`config.mk`:
```
export PLATFORM = sky130hd
export DESIGN_NAME = nand_prog_host
export DESIGN_NICKNAME = d
export VERILOG_FILES = /design/src/design/nand_host_pkg.sv /design/src/design/nand_prog_host.sv
export VERILOG_INCLUDE_DIRS = /design/src /design/src/design
export SDC_FILE = /design/constraint.sdc
export NUM_CORES = 1
export LEC_CHECK = 0
export BUFFER_PORTS_ARGS = -buffer_cell sky130_fd_sc_hd__buf_2
export CAP_MARGIN = 10
export CORE_MARGIN = 1
export CORE_UTILIZATION = 60
export CTS_CLUSTER_SIZE = 24
export DETAILED_ROUTE_END_ITERATION = 7
export PLACE_DENSITY_LB_ADDON = 0.05
export SYNTH_ARGS = -nofsm -noshare
export SYNTH_HDL_FRONTEND = slang
export SYNTH_SLANG_ARGS = --single-unit
```
`constraint.sdc`:
```
create_clock -name clk_i -period 11.4 [get_ports clk_i]
set_input_delay 2.85 -clock clk_i [delete_from_list [all_inputs] [get_ports clk_i]]
set_output_delay 2.85 -clock clk_i [all_outputs]
set_load 0.005 [all_outputs]
```
`src/design/nand_host_regs.svh`:
```
/*
  Command bytes, address layout and strobe timing counts for the NAND host
  sequencer. Assumes a 200 MHz sequencer clock.
*/
`ifndef NAND_HOST_REGS_SVH
`define NAND_HOST_REGS_SVH

`define CMD_READ_SETUP  8'h00
`define CMD_CB_READ     8'h35
`define CMD_RAND_OUT    8'h05
`define CMD_RAND_OUT_GO 8'he0
`define CMD_SERIAL_IN   8'h80
`define CMD_RAND_IN     8'h85
`define CMD_PROG_GO     8'h10
`define CMD_QUEUE_GO    8'h11
`define CMD_STATUS      8'h70
`define CMD_STATUS_ENH  8'h78
`define CMD_RESET       8'hff

`define PLANE_SEL_POS   6
`define PAGE_BYTES      16'h0880
`define STATUS_FAIL_MSK 8'h03
`define SEQ_LEN         9

`define CLK_MHZ         200
`define T_WE_LOW_NS     25
`define T_WE_HIGH_NS    15
`define T_RD_LOW_NS     25
`define T_RD_HIGH_NS    15
`define T_WB_NS         100
`define CYC(ns)         ((((ns) * `CLK_MHZ) + 999) / 1000)
`define WE_LOW_CYC      5'(`CYC(`T_WE_LOW_NS))
`define WE_HIGH_CYC     5'(`CYC(`T_WE_HIGH_NS))
`define RD_LOW_CYC      5'(`CYC(`T_RD_LOW_NS) + 2)
`define RD_HIGH_CYC     5'(`CYC(`T_RD_HIGH_NS))
`define WB_CYC          5'(`CYC(`T_WB_NS))

`endif

```
`src/design/nand_host_pkg.sv`:
```
/*
  Types for the NAND host sequencer: user orders, cycle kinds, pin bundle.
  Assumes nand_host_regs.svh for all numeric constants.
*/
package nand_host_pkg;

  typedef enum logic [3:0] {
    OP_SETUP, OP_CB_SETUP, OP_RAND_IN, OP_DATA_WR, OP_QUEUE, OP_PROGRAM,
    OP_CB_READ, OP_RAND_OUT, OP_DATA_RD, OP_STATUS, OP_STATUS_ENH, OP_RESET
  } op_e;

  typedef enum logic [2:0] {K_CMD, K_ADDR, K_DWR, K_DRD, K_WAIT} kind_e;

  typedef struct packed {
    op_e         op;
    logic [15:0] col;
    logic [23:0] row;
    logic [7:0]  data;
  } req_s;

  typedef struct packed {
    logic       ce_n;
    logic       cle;
    logic       ale;
    logic       we_n;
    logic       read_strobe_n;
    logic [7:0] io;
    logic       io_oe_n;
  } pins_s;

endpackage : nand_host_pkg

```
`src/design/nand_prog_host.sv`:
```
/*
  Host sequencer for NAND program, two-plane queue and copy back orders.
  Assumes one NAND target on the pins, ready_busy_n_out pulled up outside.
*/
// Contract
// Random data input with new column allowed repeatedly during a page load.
// Queue command loads and queues a plane; final program starts all.
// Plain setup 80h clears page buffers in device unless after queue.
// Queue step is 80h, five address cycles, data, then 11h.
// After 11h device goes busy briefly with status bits 6 and 5 low.
// Host waits ready before queueing more planes or final program.
// Final program writes all planes; host then checks pass/fail per plane. Host reads 70h once into a single resp_fail_o.
// Status bit 0 or 1 flags failure; enhanced status names the plane.
// Plane select low on first address, high on second.
// Column address must be valid within the page for each plane.
// Both planes of one two-plane operation do the same operation type.
// Between 11h and next setup only status, enhanced status or reset.
// Copy back stays in one plane; copy-back read precedes copy-back program.
// Copy-back read is 00h, five source address cycles, 35h, then busy.
// After copy-back read data streams out; random output allowed repeatedly.
// Copy-back program is 85h, five destination addresses, 10h, then busy.
// Random data input may patch copied bytes before program confirm.
// Two-plane copy back equals two-plane program but keeps buffers.
// Two-plane copy-back read moves both planes' pages together.
// Host should check copied data with error correction before programming.
// Status bit 0 gives pass or fail; bit 6 follows ready/busy.
// Device busy for whole program time, accepting only status or reset.
// Device ignores commands not allowed while busy.
`timescale 1ns/1ps
`include "nand_host_regs.svh"
`default_nettype none

module nand_prog_host
  import nand_host_pkg::*;
(
  input  wire logic       clk_i,              // 200 MHz clock
  input  wire logic       rst_i,              // Async reset, active high
  input  wire req_s       req_i,              // Order and its operands
  input  wire logic       req_valid_i,        // Order offered
  output logic            req_ready_o,        // Sequencer idle
  output logic            resp_valid_o,       // Order finished, one cycle
  output logic            resp_err_o,         // Order refused
  output logic            resp_fail_o,        // Program reported failure
  output logic [7:0]      resp_data_o,        // Last byte read from device
  output pins_s           pins_o,             // NAND strobes and data out
  input  wire logic [7:0] io_i,               // NAND data in
  input  wire logic       ready_busy_n_out_i  // Device ready/busy pin
);

  typedef enum logic [6:0] {
    S_IDLE = 7'b0000001,
    S_LOAD = 7'b0000010,
    S_LOW  = 7'b0000100,
    S_HIGH = 7'b0001000,
    S_WB   = 7'b0010000,
    S_BUSY = 7'b0100000,
    S_DONE = 7'b1000000
  } state_e;

  state_e      state;
  kind_e       seq_kind [`SEQ_LEN];
  logic [7:0]  seq_byte [`SEQ_LEN];
  kind_e       next_kind [`SEQ_LEN];
  logic [7:0]  next_byte [`SEQ_LEN];
  logic [3:0]  seq_len;
  logic [3:0]  next_len;
  logic [3:0]  idx;
  logic [4:0]  cnt;
  logic        rb_meta;
  logic        rb_sync;
  logic [7:0]  io_meta;
  logic [7:0]  io_sync;
  logic        loading;
  logic        load_cb;
  logic        load_plane;
  logic        queued;
  logic        queue_cb;
  logic        cb_ready;
  logic        is_prog;
  logic        ok;
  logic        accept;
  logic [23:0] row_f;
  logic [7:0]  ab [5];
  kind_e       cur_kind;

  assign accept   = req_valid_i && req_ready_o;
  assign cur_kind = seq_kind[idx];

  // Pin inputs cross from the device through two flops each
  always_ff @(posedge clk_i or posedge rst_i)
    if (rst_i)
    begin
      rb_meta <= 1'b0;
      rb_sync <= 1'b0;
      io_meta <= 8'h00;
      io_sync <= 8'h00;
    end
    else
    begin
      rb_meta <= ready_busy_n_out_i;
      rb_sync <= rb_meta;
      io_meta <= io_i;
      io_sync <= io_meta;
    end

  // Second plane address always gets plane select high
  always_comb
  begin
    row_f = req_i.row;
    if (req_i.op == OP_SETUP || req_i.op == OP_CB_SETUP)
      row_f[`PLANE_SEL_POS] = queued;
    ab[0] = req_i.col[7:0];
    ab[1] = req_i.col[15:8];
    ab[2] = row_f[7:0];
    ab[3] = row_f[15:8];
    ab[4] = row_f[23:16];
  end

  // Order legality; refused orders never reach the pins
  always_comb
  begin
    case (req_i.op)
      OP_SETUP:      ok = !loading && !(queued && queue_cb);
      OP_CB_SETUP:   ok = !loading && cb_ready && !(queued && !queue_cb);
      OP_RAND_IN:    ok = loading && req_i.col < `PAGE_BYTES;
      OP_DATA_WR:    ok = loading;
      OP_QUEUE:      ok = loading && !queued && !load_plane;
      OP_PROGRAM:    ok = loading && (!queued || load_plane);
      OP_CB_READ,
      OP_RAND_OUT,
      OP_DATA_RD:    ok = !loading && !queued;
      default:       ok = 1'b1;
    endcase
    if ((req_i.op == OP_SETUP || req_i.op == OP_CB_SETUP || req_i.op == OP_RAND_OUT)
        && req_i.col >= `PAGE_BYTES)
      ok = 1'b0;
  end

  // Pin cycle list for each order
  always_comb
  begin
    for (int i = 0; i < `SEQ_LEN; i++)
    begin
      next_kind[i] = K_WAIT;
      next_byte[i] = 8'h00;
    end
    next_len = 4'd0;
    case (req_i.op)
      OP_SETUP, OP_CB_SETUP:
      begin
        next_kind[0] = K_CMD;
        next_byte[0] = (req_i.op == OP_SETUP) ? `CMD_SERIAL_IN : `CMD_RAND_IN;
        for (int i = 0; i < 5; i++)
        begin
          next_kind[i + 1] = K_ADDR;
          next_byte[i + 1] = ab[i];
        end
        next_len = 4'd6;
      end
      OP_RAND_IN, OP_RAND_OUT:
      begin
        next_kind[0] = K_CMD;
        next_byte[0] = (req_i.op == OP_RAND_IN) ? `CMD_RAND_IN : `CMD_RAND_OUT;
        next_kind[1] = K_ADDR;
        next_byte[1] = ab[0];
        next_kind[2] = K_ADDR;
        next_byte[2] = ab[1];
        next_kind[3] = K_CMD;
        next_byte[3] = `CMD_RAND_OUT_GO;
        next_len = (req_i.op == OP_RAND_IN) ? 4'd3 : 4'd4;
      end
      OP_DATA_WR:
      begin
        next_kind[0] = K_DWR;
        next_byte[0] = req_i.data;
        next_len = 4'd1;
      end
      OP_DATA_RD:
      begin
        next_kind[0] = K_DRD;
        next_len = 4'd1;
      end
      OP_QUEUE:
      begin
        next_kind[0] = K_CMD;
        next_byte[0] = `CMD_QUEUE_GO;
        next_len = 4'd2;
      end
      OP_PROGRAM:
      begin
        next_kind[0] = K_CMD;
        next_byte[0] = `CMD_PROG_GO;
        next_kind[2] = K_CMD;
        next_byte[2] = `CMD_STATUS;
        next_kind[3] = K_DRD;
        next_len = 4'd4;
      end
      OP_CB_READ:
      begin
        next_kind[0] = K_CMD;
        next_byte[0] = `CMD_READ_SETUP;
        for (int i = 0; i < 5; i++)
        begin
          next_kind[i + 1] = K_ADDR;
          next_byte[i + 1] = ab[i];
        end
        next_kind[6] = K_CMD;
        next_byte[6] = `CMD_CB_READ;
        next_len = 4'd8;
      end
      OP_STATUS:
      begin
        next_kind[0] = K_CMD;
        next_byte[0] = `CMD_STATUS;
        next_kind[1] = K_DRD;
        next_len = 4'd2;
      end
      OP_STATUS_ENH:
      begin
        next_kind[0] = K_CMD;
        next_byte[0] = `CMD_STATUS_ENH;
        for (int i = 0; i < 3; i++)
        begin
          next_kind[i + 1] = K_ADDR;
          next_byte[i + 1] = ab[i + 2];
        end
        next_kind[4] = K_DRD;
        next_len = 4'd5;
      end
      default:
      begin
        next_kind[0] = K_CMD;
        next_byte[0] = `CMD_RESET;
        next_len = 4'd2;
      end
    endcase
  end

  // Operation tracking across orders
  always_ff @(posedge clk_i or posedge rst_i)
    if (rst_i)
    begin
      loading    <= 1'b0;
      load_cb    <= 1'b0;
      load_plane <= 1'b0;
      queued     <= 1'b0;
      queue_cb   <= 1'b0;
      cb_ready   <= 1'b0;
    end
    else if (accept && ok)
      case (req_i.op)
        OP_SETUP, OP_CB_SETUP:
        begin
          loading    <= 1'b1;
          load_cb    <= (req_i.op == OP_CB_SETUP);
          load_plane <= row_f[`PLANE_SEL_POS];
        end
        OP_QUEUE:
        begin
          loading  <= 1'b0;
          queued   <= 1'b1;
          queue_cb <= load_cb;
        end
        OP_PROGRAM:
        begin
          loading  <= 1'b0;
          queued   <= 1'b0;
          cb_ready <= 1'b0;
        end
        OP_CB_READ:
          cb_ready <= 1'b1;
        OP_RESET:
        begin
          loading  <= 1'b0;
          queued   <= 1'b0;
          cb_ready <= 1'b0;
        end
        default:
          loading <= loading;
      endcase

  // Cycle sequencer
  always_ff @(posedge clk_i or posedge rst_i)
    if (rst_i)
    begin
      state        <= S_IDLE;
      idx          <= 4'd0;
      cnt          <= 5'd0;
      seq_len      <= 4'd0;
      is_prog      <= 1'b0;
      req_ready_o  <= 1'b1;
      resp_valid_o <= 1'b0;
      resp_err_o   <= 1'b0;
      resp_fail_o  <= 1'b0;
      resp_data_o  <= 8'h00;
      pins_o       <= '{ce_n: 1'b1, cle: 1'b0, ale: 1'b0, we_n: 1'b1,
                        read_strobe_n: 1'b1, io: 8'h00, io_oe_n: 1'b1};
      for (int i = 0; i < `SEQ_LEN; i++)
      begin
        seq_kind[i] <= K_WAIT;
        seq_byte[i] <= 8'h00;
      end
    end
    else
    begin
      resp_valid_o <= 1'b0;
      case (state)
        S_IDLE:
          if (accept)
          begin
            resp_fail_o <= 1'b0;
            if (ok)
            begin
              for (int i = 0; i < `SEQ_LEN; i++)
              begin
                seq_kind[i] <= next_kind[i];
                seq_byte[i] <= next_byte[i];
              end
              seq_len     <= next_len;
              is_prog     <= (req_i.op == OP_PROGRAM);
              idx         <= 4'd0;
              req_ready_o <= 1'b0;
              resp_err_o  <= 1'b0;
              state       <= S_LOAD;
            end
            else
            begin
              resp_err_o   <= 1'b1;
              resp_valid_o <= 1'b1;
            end
          end
        S_LOAD:
          if (idx == seq_len)
            state <= S_DONE;
          else if (cur_kind == K_WAIT)
          begin
            cnt   <= `WB_CYC;
            state <= S_WB;
          end
          else
          begin
            pins_o.ce_n    <= 1'b0;
            pins_o.cle     <= (cur_kind == K_CMD);
            pins_o.ale     <= (cur_kind == K_ADDR);
            pins_o.io      <= seq_byte[idx];
            pins_o.io_oe_n <= (cur_kind == K_DRD);
            if (cur_kind == K_DRD)
            begin
              pins_o.read_strobe_n <= 1'b0;
              cnt                  <= `RD_LOW_CYC;
            end
            else
            begin
              pins_o.we_n <= 1'b0;
              cnt         <= `WE_LOW_CYC;
            end
            state <= S_LOW;
          end
        S_LOW:
          if (cnt == 5'd1)
          begin
            // Read data sampled after sync delay, while strobe still low
            if (cur_kind == K_DRD)
              resp_data_o <= io_sync;
            pins_o.we_n          <= 1'b1;
            pins_o.read_strobe_n <= 1'b1;
            cnt   <= (cur_kind == K_DRD) ? `RD_HIGH_CYC : `WE_HIGH_CYC;
            state <= S_HIGH;
          end
          else
            cnt <= cnt - 5'd1;
        S_HIGH:
          if (cnt == 5'd1)
          begin
            pins_o.cle     <= 1'b0;
            pins_o.ale     <= 1'b0;
            pins_o.io_oe_n <= 1'b1;
            idx            <= idx + 4'd1;
            state          <= S_LOAD;
          end
          else
            cnt <= cnt - 5'd1;
        S_WB:
          // Ready/busy is watched only after the write-to-busy delay
          if (cnt == 5'd1)
            state <= S_BUSY;
          else
            cnt <= cnt - 5'd1;
        S_BUSY:
          if (rb_sync)
          begin
            idx   <= idx + 4'd1;
            state <= S_LOAD;
          end
        default:
        begin
          pins_o.ce_n  <= 1'b1;
          resp_fail_o  <= is_prog && |(resp_data_o & `STATUS_FAIL_MSK);
          resp_valid_o <= 1'b1;
          req_ready_o  <= 1'b1;
          state        <= S_IDLE;
        end
      endcase
    end

endmodule : nand_prog_host

`default_nettype wire

```
==> reports/summary.log, run 1 <==
INFO  floorplanning  floorplan.core_area=10980um2
INFO  outcome        outcome=complete, no violations
INFO  detailed_routing routed-via-count=5663
INFO  yosys          synth-simple-area-share=17.28%
INFO  critical_path  critical_path.startpoint_type=input port
INFO  cts            clk_path_buf_depth=2
INFO  cts            ctsResizeCount=0
INFO  global_routing globalRoute.totalOverflow=0
INFO  critical_path  critical_path.cell_chain=buf_2, nor4b_2, o21ai_0, a221o_1, o211ai_4, buf_4, a211o_1, a21boi_0
INFO  placed_design  io_buffer_count=89
INFO  yosys          synthesis.instances=719
INFO  yosys          combinational_family_with_the_most_area_after_synthesis=compound AO/OA/AOI/OAI gates
INFO  detailed_routing detail_route.vias_per_cell=6.037
INFO  yosys          ys_async_sr_fraction=100.0%
INFO  finish         layout-drive-gt1-share=23.34%
INFO  cts            clkSlewWorstSetupHoldPaths=0.06ns
INFO  yosys          area_fraction_in_compound_gates_after_synthesis=19.81%
INFO  floorplanning  start_util=62.38%
INFO  finish         instances_no_fill=938
INFO  cts            ctsHoldBuffers=0
INFO  timing         headroom_to_the_max_slew_limit=21.46%
INFO  yosys          syn-cell-area=6852um2
INFO  placed_design  dpl_cell_area=7293um2
INFO  timing         grt_setup_unrepaired=no
INFO  yosys          post_synth_xor_area_fraction=0.7670%
INFO  global_routing number_of_antenna_violations_at_the_first_check_in_global_routing=1
INFO  yosys          synth_seq_cells=135
INFO  power          ir_drop=180.4uV
INFO  timing         fin_worst_skew=0.006833ns
INFO  floorplanning  die_width=108.9um
INFO  timing         fin_tns_setup=0ns
INFO  yosys          synth_enable_flop_cells=0
INFO  placed_design  placed_cells=905
INFO  yosys          synth.yosys.warnings=0
INFO  finish         layout.nets=852
INFO  finish         finish.instance_area=7886um2
INFO  placed_design  finalWeightedCongestion=0.9098
INFO  floorplanning  top_level_ports=90
INFO  cts            cts.root.buffer_cell=clkbuf_16
INFO  detailed_routing pre_repair_dr_iteration_count=6
INFO  timing         worstMarginPinSlew=1.178ns
INFO  detailed_routing wirelength=16.54mm
INFO  yosys          synth.mux.area_fraction=7.067%
INFO  yosys          yosysUniqueCellTypes=69
INFO  global_routing via_count_of_the_first_global_routing_pass=5310
INFO  detailed_routing dr.first_iter.drc_count=571
INFO  run            max_capacitance_violation_count=0
INFO  critical_path  critPathBufInv=2
INFO  finish         layout.filler_cells=818
INFO  timing         timing.final.max_slew_violations=0
INFO  hold_path      hold_class=reg2reg
INFO  cts            numCtsBuffers=17
INFO  yosys          synth_ff_type=dfrtp_1
INFO  finish         final_util=71.80%
INFO  power          power.density_cell_area=234.5nW/um2
INFO  critical_path  crit_path_end_kind=flip-flop
INFO  timing         post-route-period-util=47.76%
INFO  cts            htree_levels=4
INFO  critical_path  cp_slowest_cell=buf_4
INFO  critical_path  cpLargestDelayFamily=buffers and inverters
INFO  detailed_routing wl_per_cell=17.63um
INFO  detailed_routing remaining_drc_errors=0
INFO  critical_path  crit_type=in2reg
INFO  cts            clock_sinks=135
INFO  global_routing grt_start_max_net_pins=128
INFO  floorplanning  die_span_y=108.9um
INFO  global_routing grt_pass1_wl=26.83mm
INFO  timing         number_of_failing_setup_endpoints_in_the_final_timing_report=0
INFO  cts            post-cts-setup-buffer-count=0
INFO  yosys          synth.avg_cell_area=9.529um2
INFO  cts            worst_skew_pair_latency=0.41ns
INFO  global_routing grt.total_usage=30.04%
INFO  placed_design  hpwlAfterDp=11.09mm
INFO  critical_path  worst-endpoint-arrival=5.77ns
INFO  finish         area.growth.synth_to_final=15.10%
INFO  detailed_routing route.antenna.remaining_nets=0
INFO  yosys          ys_seq_area_share=49.53%
INFO  power          cellLeakagePower=3.594nW
INFO  floorplanning  die_footprint=11850um2
INFO  cts            tritoncts=built
INFO  timing         layout_min_cycle_time=5.444ns
INFO  floorplanning  fp-row-count=38
INFO  critical_path  timing.critical_path.required=11.72ns
INFO  timing         max_clock_freq=183.7MHz
INFO  yosys          adder_cell_area_share_of_the_yosys_netlist=0.7305%
INFO  timing         timing_hold_violations_final=0
INFO  power          total_power_after_layout=1.849mW
INFO  yosys          syn-num-nets=787
INFO  critical_path  critical_path_peak_fanout=127
INFO  critical_path  critical-path-max-stage-delay=0.85ns
[synthesized netlist by cell type, types with 7 or more instances]
cell        n  share of area (%)
dfrtp_1   123                 45
nand2_1   121                6.6
o21ai_0    79                5.8
a21oi_1    53                3.9
nor2_1     43                2.4
clkbuf_1   26                1.4
a22oi_1    20                2.2
inv_1      20                1.1
nor3_1     18                1.3
o31ai_1    16                1.8
buf_2      14                1.0
mux2_2     13                2.1
dfstp_2    12                4.6
nand2b_1   12                1.1
a21o_1     10                1.1
a31oi_1    10               0.91
nand3_1    10               0.73
mux2i_1     9                1.3
mux4_2      9                3.0
nor2b_1     7               0.64
[worst paths after layout]
| path | startpoint | end | slack [ns] | depth (start not counted) |
|---|---|---|---|---|
| worst max-delay path | req_i[51] | seq_kind[23] | 5.96 | 8 |
| worst min-delay path | io_meta[1] | io_sync[1] | 0.35 | 0 |
| worst max register to register | idx[1] | resp_data_o[2] | 7.93 | 8 |
| worst min register to register | io_meta[1] | io_sync[1] | 0.35 | 0 |
| max in group asynchronous | rst_i | seq_byte[41] | 7.45 | 3 |
| min in group asynchronous | rst_i | io_meta[3] | 2.59 | 2 |
[routing by layer]
layer	vias to the layer above	part of all wire [%]	GRT usage [%]
li1	2680	-	-
met1	2782	46	43.66
met2	183	47	44.83
met3	18	5.9	7.412
met4	0	1.1	8.205
met5	-	0	0
[placed cells by master (no fill, tap or decap), types with 3 or more instances in the layout]
cell type	instances
or3_1	3
o31ai_1	15
mux2_4	3
buf_2	89
clkinv_4	3
nor3_1	18
a211oi_1	4
o21ai_0	79
mux2i_1	9
nand3_1	10
nand2b_1	12
xor2_1	5
ha_1	4
a22oi_1	20
clkinvlp_4	4
a21o_1	10
mux4_2	9
inv_1	19
nor2_1	43
inv_6	3
nand2_1	121
dfrtp_1	123
a31oi_1	10
clkbuf_16	17
mux2_2	13
o211ai_1	4
nor4_1	5
nor2b_1	7
dfstp_2	12
and2_1	3
a21oi_1	53
buf_4	8
[metrics by stage]
| stage | hold WS [ns] | setup WS [ns] |
|---|---|---|
| after floorplan | 0.3312 | 4.959 |
| after global placement | 0.3320 | 5.721 |
| after detailed placement | 0.3347 | 5.592 |
| after CTS | 0.3487 | 5.986 |
| after global routing | 0.3536 | 5.682 |
| final | 0.3466 | 5.956 |
[where the power goes]
group / switching [mW] / total [mW] / internal, mW / leakage [nW]
clock: 0.213 / 0.543 / 0.330 / 0.277
sequential: 0.110 / 0.747 / 0.637 / 1.73
combinational: 0.329 / 0.559 / 0.230 / 1.59
[registers in the layout, indices dropped and copies added, names as in the netlist, 4 cells and up]
register / count
io_meta: 8
io_sync: 8
seq_kind: 16
idx: 4
seq_byte: 49
resp_data_o: 8
cnt: 5
pins_o: 14
seq_len: 4
state: 7
[kinds of logic (layout without fill, tap and decap cells)]
family                     Yosys count  count (layout)
DFF                                135             135
muxes                               34              34
buffers and inverters               71             149
xor gates and xnor gates             6               6
adders and majority gates            4               4
AOI/OAI and AO/OA                  222             222
other                                0               1
and+or+nand+nor                    247             247
[final cells by class]
class | count | area, um2 | share of cell area (%)
Multi-Input combinational cell | 513 | 3142 | 39.84
Timing Repair Buffer | 97 | 505.5 | 6.410
Clock buffer | 19 | 442.9 | 5.616
Tap cell | 140 | 175.2 | 2.221
Sequential cell | 135 | 3393 | 43.03
Clock inverter | 13 | 147.6 | 1.872
Inverter | 20 | 77.57 | 0.9837
Antenna cell | 1 | 2.502 | 0.03173
No activity file was read; power rests on OpenSTA's default activity.
==> inputs of run 2 (changes only) <==
--- a/config.mk
+++ b/config.mk
@@ -6,10 +6,11 @@
 export SDC_FILE = /design/constraint.sdc
 export NUM_CORES = 1
 export LEC_CHECK = 0
+export ABC_AREA = 1
 export BUFFER_PORTS_ARGS = -buffer_cell sky130_fd_sc_hd__buf_2
 export CAP_MARGIN = 10
 export CORE_MARGIN = 1
-export CORE_UTILIZATION = 60
+export CORE_UTILIZATION = 53
 export CTS_CLUSTER_SIZE = 24
 export DETAILED_ROUTE_END_ITERATION = 7
 export PLACE_DENSITY_LB_ADDON = 0.05
==> constraint.sdc (replaced) <==
create_clock -name clk_i -period 4.65 [get_ports clk_i]
set_input_delay 1.1625 -clock clk_i [delete_from_list [all_inputs] [get_ports clk_i]]
set_output_delay 1.1625 -clock clk_i [all_outputs]
set_load 0.005 [all_outputs]
==> reports/summary.log, run 2 <==
INFO  yosys          synth_seq_cells=135 [unchanged]
INFO  critical_path  crit_type=reg2reg [was in2reg]
INFO  hold_path      hold_class=reg2reg [unchanged]
INFO  yosys          netlist.area_leader.share=44.21% [was 44.92%]
INFO  yosys          synth.top_cells.by_area=dfrtp_1 44%, nand2_1 13%, inv_1 7.1% [was dfrtp_1 45%, nand2_1 6.6%, o21ai_0 5.8%]
INFO  timing         max_clock_freq=356.5MHz
INFO  cts            numCtsBuffers=17 [unchanged]
INFO  critical_path  worst-endpoint-arrival=3.11ns [was 5.77 ns]
INFO  cts            htree_levels=4 [unchanged]
INFO  cts            worst_skew_pair_latency=0.43ns [was 0.41 ns]
INFO  cts            cts.root.buffer_cell=clkbuf_16 [unchanged]
INFO  global_routing grt_start_max_net_pins=104 [was 128]
INFO  critical_path  timing.critical_path.required=4.96ns [was 11.72 ns]
INFO  timing         headroom_to_the_max_slew_limit=51.26% [was 21.46%]
INFO  cts            tritoncts=built [unchanged]
INFO  finish         final_util=63.66% [was 71.80%]
INFO  critical_path  critical_path_peak_fanout=16 [was 127]
INFO  timing         worstMarginPinSlew=0.7295ns [was 1.178 ns]
INFO  placed_design  finalWeightedCongestion=0.9369 [was 0.9098]
INFO  critical_path  rrSetupSlack=1.84ns [was 7.93 ns]
INFO  timing         post-route-period-util=60.33%
INFO  placed_design  dpl_cell_area=7485um2 [was 7293 um2]
INFO  critical_path  rr_endpoint=resp_data_o[1] [was resp_data_o[2]]
INFO  critical_path  critPathBufInv=1 [was 2]
INFO  finish         largestRegisters=seq_byte (49), seq_kind (16), pins_o (14) [unchanged]
INFO  finish         registers.top_by_ff_count=seq_byte [unchanged]
INFO  critical_path  regToRegStartpoint=idx[1] [unchanged]
INFO  global_routing grt.total_usage=28.19% [was 30.04%]
INFO  floorplanning  top_level_ports=90 [unchanged]
INFO  detailed_routing wl_per_cell=15.02um [was 17.63 um]
INFO  floorplanning  start_util=54.72% [was 62.38%]
INFO  critical_path  critical-path-max-stage-delay=0.77ns [was 0.85 ns]
INFO  critical_path  critical_path.cell_chain=nand2_1, inv_1, nand2_1, a21oi_2, nand3_1, nor2_2, nand3_2, nand2_1, o21ai_2 [was buf_2, nor4b_2, o21ai_0, a221o_1, o211ai_4, buf_4, a211o_1, a21boi_0]
INFO  yosys          post_synth_top_cells=245 x nand2_1, 132 x inv_1, 123 x dfrtp_1 [was 123 x dfrtp_1, 121 x nand2_1, 79 x o21ai_0]
INFO  critical_path  critical_path.startpoint_type=flip-flop [was input port]
INFO  hold_path      worst_hold_path.endpoint=io_sync[5] [was io_sync[1]]
INFO  hold_path      hold_path_startpoint=io_meta[5] [was io_meta[1]]
INFO  yosys          synth.avg_cell_area=7.831um2 [was 9.529 um2]
INFO  global_routing globalRoute.totalOverflow=0 [unchanged]
INFO  run            max_capacitance_violation_count=0 [unchanged]
INFO  timing         timing_hold_violations_final=0 [unchanged]
INFO  yosys          yosysMostFrequentCell=nand2_1 [was dfrtp_1]
INFO  finish         area.growth.synth_to_final=16.34% [was 15.10%]
INFO  critical_path  crit_path_end_kind=flip-flop [unchanged]
INFO  timing         timing.final.max_slew_violations=0 [unchanged]
INFO  yosys          synthesis.instances=889 [was 719]
INFO  finish         largest_reg_flops=49 [unchanged]
INFO  floorplanning  die_footprint=13600um2 [was 11850 um2]
INFO  power          power.density_cell_area=566.2nW/um2 [was 234.5 nW/um2]
INFO  detailed_routing remaining_drc_errors=0 [unchanged]
INFO  timing         layout_min_cycle_time=2.805ns
INFO  outcome        outcome=complete, no violations [unchanged]
INFO  critical_path  critPathMostFrequentCell=nand2_1
INFO  cts            clk_path_buf_depth=2 [unchanged]
INFO  global_routing grt_pass1_wl=29.06mm [was 26.83 mm]
INFO  global_routing number_of_antenna_violations_at_the_first_check_in_global_routing=0 [was 1]
INFO  detailed_routing wirelength=17.36mm [was 16.54 mm]
INFO  critical_path  reg2reg_depth=9 [was 8]
INFO  cts            ctsHoldBuffers=0 [unchanged]
INFO  cts            post-cts-setup-buffer-count=0 [unchanged]
INFO  cts            clock_sinks=135 [unchanged]
INFO  cts            ctsResizeCount=0 [unchanged]
INFO  timing         grt_setup_unrepaired=no [unchanged]
INFO  yosys          syn-cell-area=6962um2 [was 6852 um2]
INFO  yosys          synth_enable_flop_cells=0 [unchanged]
INFO  power          cellLeakagePower=4.316nW [was 3.594 nW]
INFO  timing         fin_tns_setup=0ns [unchanged]
INFO  critical_path  cpLargestDelayFamily=simple AND/OR/NAND/NOR gates [was buffers and inverters]
INFO  finish         layout_commonest_cell=nand2_1 [was dfrtp_1]
INFO  power          total_power_after_layout=4.586mW [was 1.849 mW]
INFO  detailed_routing dr.first_iter.drc_count=455 [was 571]
INFO  timing         number_of_failing_setup_endpoints_in_the_final_timing_report=0 [unchanged]
INFO  hold_path      worstHoldPathCells=0 [unchanged]
INFO  floorplanning  die_width=116.6um [was 108.9 um]
INFO  finish         finish.instance_area=8099um2 [was 7886 um2]
INFO  timing         fin_worst_skew=0.01324ns [was 0.006833 ns]
INFO  finish         layout.nets=1039 [was 852]
INFO  critical_path  cp_slowest_cell=dfrtp_1 [was buf_4]
INFO  timing         whs=0.3453ns [was 0.3466 ns]
INFO  yosys          post-synth-top-area-cell=dfrtp_1 [unchanged]
INFO  detailed_routing routed-via-count=6075 [was 5663]
INFO  floorplanning  die_span_y=116.6um [was 108.9 um]
INFO  floorplanning  fp-row-count=41 [was 38]
INFO  detailed_routing route.antenna.remaining_nets=0 [unchanged]
INFO  power          ir_drop=239.9uV [was 180.4 uV]
INFO  finish         n_antenna_cell=0 [was 1]
INFO  yosys          synth.yosys.warnings=0 [unchanged]
INFO  finish         layout-drive-gt1-share=18.60% [was 23.34%]
INFO  global_routing via_count_of_the_first_global_routing_pass=5884 [was 5310]
INFO  detailed_routing detail_route.vias_per_cell=5.255 [was 6.037]
INFO  yosys          syn-num-nets=957 [was 787]
INFO  yosys          yosysUniqueCellTypes=41 [was 69]
INFO  placed_design  hpwlAfterDp=12.19mm [was 11.09 mm]
INFO  finish         most-common-layout-cells=245 x nand2_1, 131 x inv_1, 123 x dfrtp_1 [was 123 x dfrtp_1, 121 x nand2_1, 89 x buf_2]
INFO  yosys          ys_async_sr_fraction=100.0% [unchanged]
INFO  placed_design  io_buffer_count=89 [unchanged]
INFO  yosys          synth_ff_type=dfrtp_1 [unchanged]
INFO  cts            clkSlewWorstSetupHoldPaths=0.06ns [about the same]
INFO  yosys          ys_seq_area_share=48.74% [was 49.53%]
INFO  detailed_routing pre_repair_dr_iteration_count=5 [was 6]
INFO  floorplanning  floorplan.core_area=12720um2 [was 10980 um2]
run 2: layout make-up:
| type | count | area (um2) |
|---|---|---|
| clock inverter | 14 | 175.2 |
| fill | 1182 | 4623 |
| multi-input combinational | 580 | 2824 |
| sequential | 135 | 3393 |
| tap | 172 | 215.2 |
| clock buffer | 18 | 439.2 |
| timing repair buffer | 95 | 515.5 |
| inverter | 142 | 536.8 |
run 2: worst max path at each step:
stage	from	endpoint	slack, ns	cells past startpoint
5_1_grt	idx[1]	resp_data_o[0]	1.60	9
4_1_cts	idx[1]	resp_data_o[1]	1.84	9
3_3_place_gp	req_i[49]	seq_byte[63]	1.48	12
6_report	idx[1]	resp_data_o[1]	1.84	9
3_5_place_dp	req_i[49]	seq_byte[67]	1.47	12
2_1_floorplan	rst_i	cb_ready	1.82	1
run 2: kinds of logic (layout without fill, tap and decap cells):
family,after synthesis,in the layout,share of synthesized area (%)
AND/OR/NAND/NOR,383,383,23.11
adder cells (fa/ha/maj),4,4,0.7189
XOR/XNOR,6,6,0.7548
flip-flops,135,135,48.74
buffers and inverters,174,269,10.84
AO/OA/AOI/OAI,187,187,15.83
run 2: stage by stage:
stage / setup slack [ns] / std cells
4_1_cts: 1.844 / 1156
6_report: 1.845 / 1156
3_3_place_gp: 1.484 / 1124
2_1_floorplan: 1.818 / 889
5_1_grt: 1.600 / 1156
3_5_place_dp: 1.469 / 1124
run 2: where the power goes:
| part | leakage (nW) | internal (mW) | switching [mW] |
|---|---|---|---|
| Sequential | 1.66 | 1.62 | 0.231 |
| Combinational | 2.37 | 0.503 | 0.840 |
| Clock | 0.292 | 0.860 | 0.535 |
| Total | 4.32 | 2.98 | 1.61 |
run 2: worst reg2reg max path, delay by kind of cell (launching register included):
| kind | cells | cell delay, ns |
|---|---|---|
| AO/OA/AOI/OAI | 2 | 0.26 |
| buffers and inverters | 1 | 0.18 |
| flip-flops | 1 | 0.77 |
| AND/OR/NAND/NOR | 6 | 1.47 |
run 2: per-layer routing:
layer / up-vias / part of all wire (%) / global-route usage, %
li1: 3013 / - / -
met1: 2833 / 47 / 39.23
met2: 198 / 46 / 42.68
met3: 31 / 5.8 / 6.798
met4: 0 / 2.0 / 10.89
met5: - / 0 / 0
==> inputs of run 3 (changes only) <==
--- a/config.mk
+++ b/config.mk
@@ -6,11 +6,11 @@
 export SDC_FILE = /design/constraint.sdc
 export NUM_CORES = 1
 export LEC_CHECK = 0
-export ABC_AREA = 1
+export ABC_AREA = 0
 export BUFFER_PORTS_ARGS = -buffer_cell sky130_fd_sc_hd__buf_2
 export CAP_MARGIN = 10
 export CORE_MARGIN = 1
-export CORE_UTILIZATION = 53
+export CORE_UTILIZATION = 58
 export CTS_CLUSTER_SIZE = 24
 export DETAILED_ROUTE_END_ITERATION = 7
 export PLACE_DENSITY_LB_ADDON = 0.05
==> constraint.sdc (replaced) <==
create_clock -name clk_i -period 2.9 [get_ports clk_i]
set_input_delay 0.725 -clock clk_i [delete_from_list [all_inputs] [get_ports clk_i]]
set_output_delay 0.725 -clock clk_i [all_outputs]
set_load 0.005 [all_outputs]
==> reports/summary.log, run 3 (synthesized netlist as in run 1, its figures left out) <==
INFO  cts            worst_skew_pair_latency=0.42ns [was 0.43 ns]
INFO  timing         layout_min_cycle_time=2.672ns [was 2.805 ns]
INFO  finish         largest_reg_flops=49 [unchanged]
INFO  timing         timing.final.max_slew_violations=0 [unchanged]
INFO  critical_path  critical-path-max-stage-delay=0.49ns [was 0.77 ns]
INFO  global_routing grt_start_max_net_pins=49 [was 104]
INFO  placed_design  finalWeightedCongestion=0.8807 [was 0.9369]
INFO  timing         post-route-period-util=92.14% [was 60.33%]
INFO  critical_path  critical_path.startpoint_type=flip-flop [unchanged]
INFO  global_routing number_of_antenna_violations_at_the_first_check_in_global_routing=1 [was 0]
INFO  cts            clock_sinks=135 [unchanged]
INFO  power          total_power_after_layout=7.380mW [was 4.586 mW]
INFO  critical_path  crit_type=reg2reg [unchanged]
INFO  cts            numCtsBuffers=17 [unchanged]
INFO  timing         timing_hold_violations_final=0 [unchanged]
INFO  cts            clkSlewWorstSetupHoldPaths=0.06ns [about the same]
INFO  finish         largestRegisters=seq_byte (49), seq_kind (16), pins_o (14) [unchanged]
INFO  power          cellLeakagePower=3.756nW [was 4.316 nW]
INFO  global_routing globalRoute.totalOverflow=0 [unchanged]
INFO  power          ir_drop=1020uV [was 239.9 uV]
INFO  timing         worstMarginPinSlew=0.7914ns [was 0.7295 ns]
INFO  critical_path  crit_path_end_kind=flip-flop [unchanged]
INFO  timing         number_of_failing_setup_endpoints_in_the_final_timing_report=0 [unchanged]
INFO  detailed_routing remaining_drc_errors=0 [unchanged]
INFO  detailed_routing detail_route.vias_per_cell=6.048 [was 5.255]
INFO  floorplanning  die_width=110.7um [was 116.6 um]
INFO  outcome        outcome=complete, no violations [unchanged]
INFO  floorplanning  die_span_y=110.7um [was 116.6 um]
INFO  critical_path  timing.critical_path.required=3.20ns [was 4.96 ns]
INFO  floorplanning  die_footprint=12250um2 [was 13600 um2]
INFO  global_routing grt.total_usage=29.93% [was 28.19%]
INFO  detailed_routing wl_per_cell=17.78um [was 15.02 um]
INFO  finish         layout_commonest_cell=dfrtp_1 [was nand2_1]
INFO  floorplanning  top_level_ports=90 [unchanged]
INFO  critical_path  critical_path_peak_fanout=8 [was 16]
INFO  timing         fin_worst_skew=0.01074ns [was 0.01324 ns]
INFO  critical_path  worst-endpoint-arrival=2.97ns [was 3.11 ns]
INFO  power          power.density_cell_area=902.5nW/um2 [was 566.2 nW/um2]
INFO  detailed_routing routed-via-count=5867 [was 6075]
INFO  floorplanning  floorplan.core_area=11470um2 [was 12720 um2]
INFO  finish         finish.instance_area=8177um2 [was 8099 um2]
INFO  global_routing via_count_of_the_first_global_routing_pass=5631 [was 5884]
INFO  finish         layout-drive-gt1-share=26.27% [was 18.60%]
INFO  finish         most-common-layout-cells=122 x dfrtp_1, 121 x nand2_1, 89 x buf_2 [was 245 x nand2_1, 131 x inv_1, 123 x dfrtp_1]
INFO  critical_path  cpLargestDelayFamily=simple AND/OR/NAND/NOR gates [unchanged]
INFO  critical_path  critical_path.cell_chain=inv_1, ha_1, a21oi_1, o21ai_0, o32ai_1, nand3_1, nor2_4, mux2_2 [was nand2_1, inv_1, nand2_1, a21oi_2, nand3_1, nor2_2, nand3_2, nand2_1, o21ai_2]
INFO  critical_path  critPathBufInv=1 [unchanged]
INFO  finish         area.growth.synth_to_final=19.34% [was 16.34%]
INFO  timing         fin_tns_setup=0ns [unchanged]
INFO  cts            clk_path_buf_depth=2 [unchanged]
INFO  finish         layout.nets=881 [was 1039]
INFO  placed_design  dpl_cell_area=7604um2 [was 7485 um2]
INFO  timing         grt_setup_unrepaired=no [unchanged]
INFO  cts            htree_levels=4 [unchanged]
INFO  finish         final_util=71.30% [was 63.66%]
INFO  timing         max_clock_freq=374.2MHz [was 356.5 MHz]
INFO  cts            tritoncts=built [unchanged]
INFO  detailed_routing pre_repair_dr_iteration_count=5 [unchanged]
INFO  detailed_routing route.antenna.remaining_nets=0 [unchanged]
INFO  hold_path      hold_class=reg2reg [unchanged]
INFO  detailed_routing wirelength=17.25mm [was 17.36 mm]
INFO  global_routing grt_pass1_wl=28.51mm [was 29.06 mm]
INFO  finish         registers.top_by_ff_count=seq_byte [unchanged]
INFO  placed_design  hpwlAfterDp=12.33mm [was 12.19 mm]
INFO  cts            post-cts-setup-buffer-count=0 [unchanged]
INFO  timing         headroom_to_the_max_slew_limit=47.13% [was 51.26%]
INFO  floorplanning  fp-row-count=39 [was 41]
INFO  cts            cts.root.buffer_cell=clkbuf_16 [unchanged]
INFO  floorplanning  start_util=59.75% [was 54.72%]
INFO  placed_design  io_buffer_count=89 [unchanged]
INFO  critical_path  cp_slowest_cell=dfrtp_1 [unchanged]
INFO  detailed_routing dr.first_iter.drc_count=418 [was 455]
INFO  run            max_capacitance_violation_count=0 [unchanged]
## run 3: metal layers
| metal | vias to the layer above | routed length, um | track usage [%] |
|---|---|---|---|
| met2 | 242 | 8175 | 46.34 |
| li1 | 2748 | - | - |
| met1 | 2849 | 7520 | 40.84 |
| met3 | 28 | 1235 | 8.256 |
| met5 | - | 0 | 0 |
| met4 | 0 | 319 | 10.04 |
## run 3: path summary, 6_finish.rpt
path | start | to | slack [ns] | cells after the start
max | idx[0] | resp_data_o[2] | 0.23 | 8
min | rb_meta | rb_sync | 0.35 | 0
max reg2reg | idx[0] | resp_data_o[2] | 0.23 | 8
min reg2reg | rb_meta | rb_sync | 0.35 | 0
max in group asynchronous | rst_i | pins_o[10] | 1.74 | 3
min in group asynchronous | rst_i | io_sync[5] | 0.44 | 2
## run 3: per-stage QoR
step	setup WS, ns	hold slack, ns	std cells
final	0.2278	0.3465	970
after global routing	0.05653	0.3525	969
after CTS	0.1892	0.3482	969
after detailed placement	0.08569	0.3347	937
after global placement	0.1619	0.3320	937
after floorplan	0.3781	0.3312	719
## run 3: cell type report
type | instances | area (um2)
Clock buffer | 17 | 425.4
Clock inverter | 15 | 143.9
Fill cell | 871 | 3291
Tap cell | 143 | 178.9
Sequential cell | 135 | 3395
Inverter | 20 | 78.83
Timing Repair Buffer | 126 | 810.8
Multi-Input combinational cell | 513 | 3142
Antenna cell | 1 | 2.502
## run 3: repair_timing
action                                  CTS  global route
endpoints found under the setup margin    0             1
hold buffers                              0             0
gates resized for setup                   0             1
endpoints found under the hold margin     0             0
## run 3: power by group
part           total (mW)  leakage, nW  internal, mW  switching, mW
combinational        2.39         1.76          1.04           1.35
clock                2.06        0.267          1.19          0.864
sequential           2.93         1.72          2.50          0.429
total                7.38         3.76          4.74           2.64
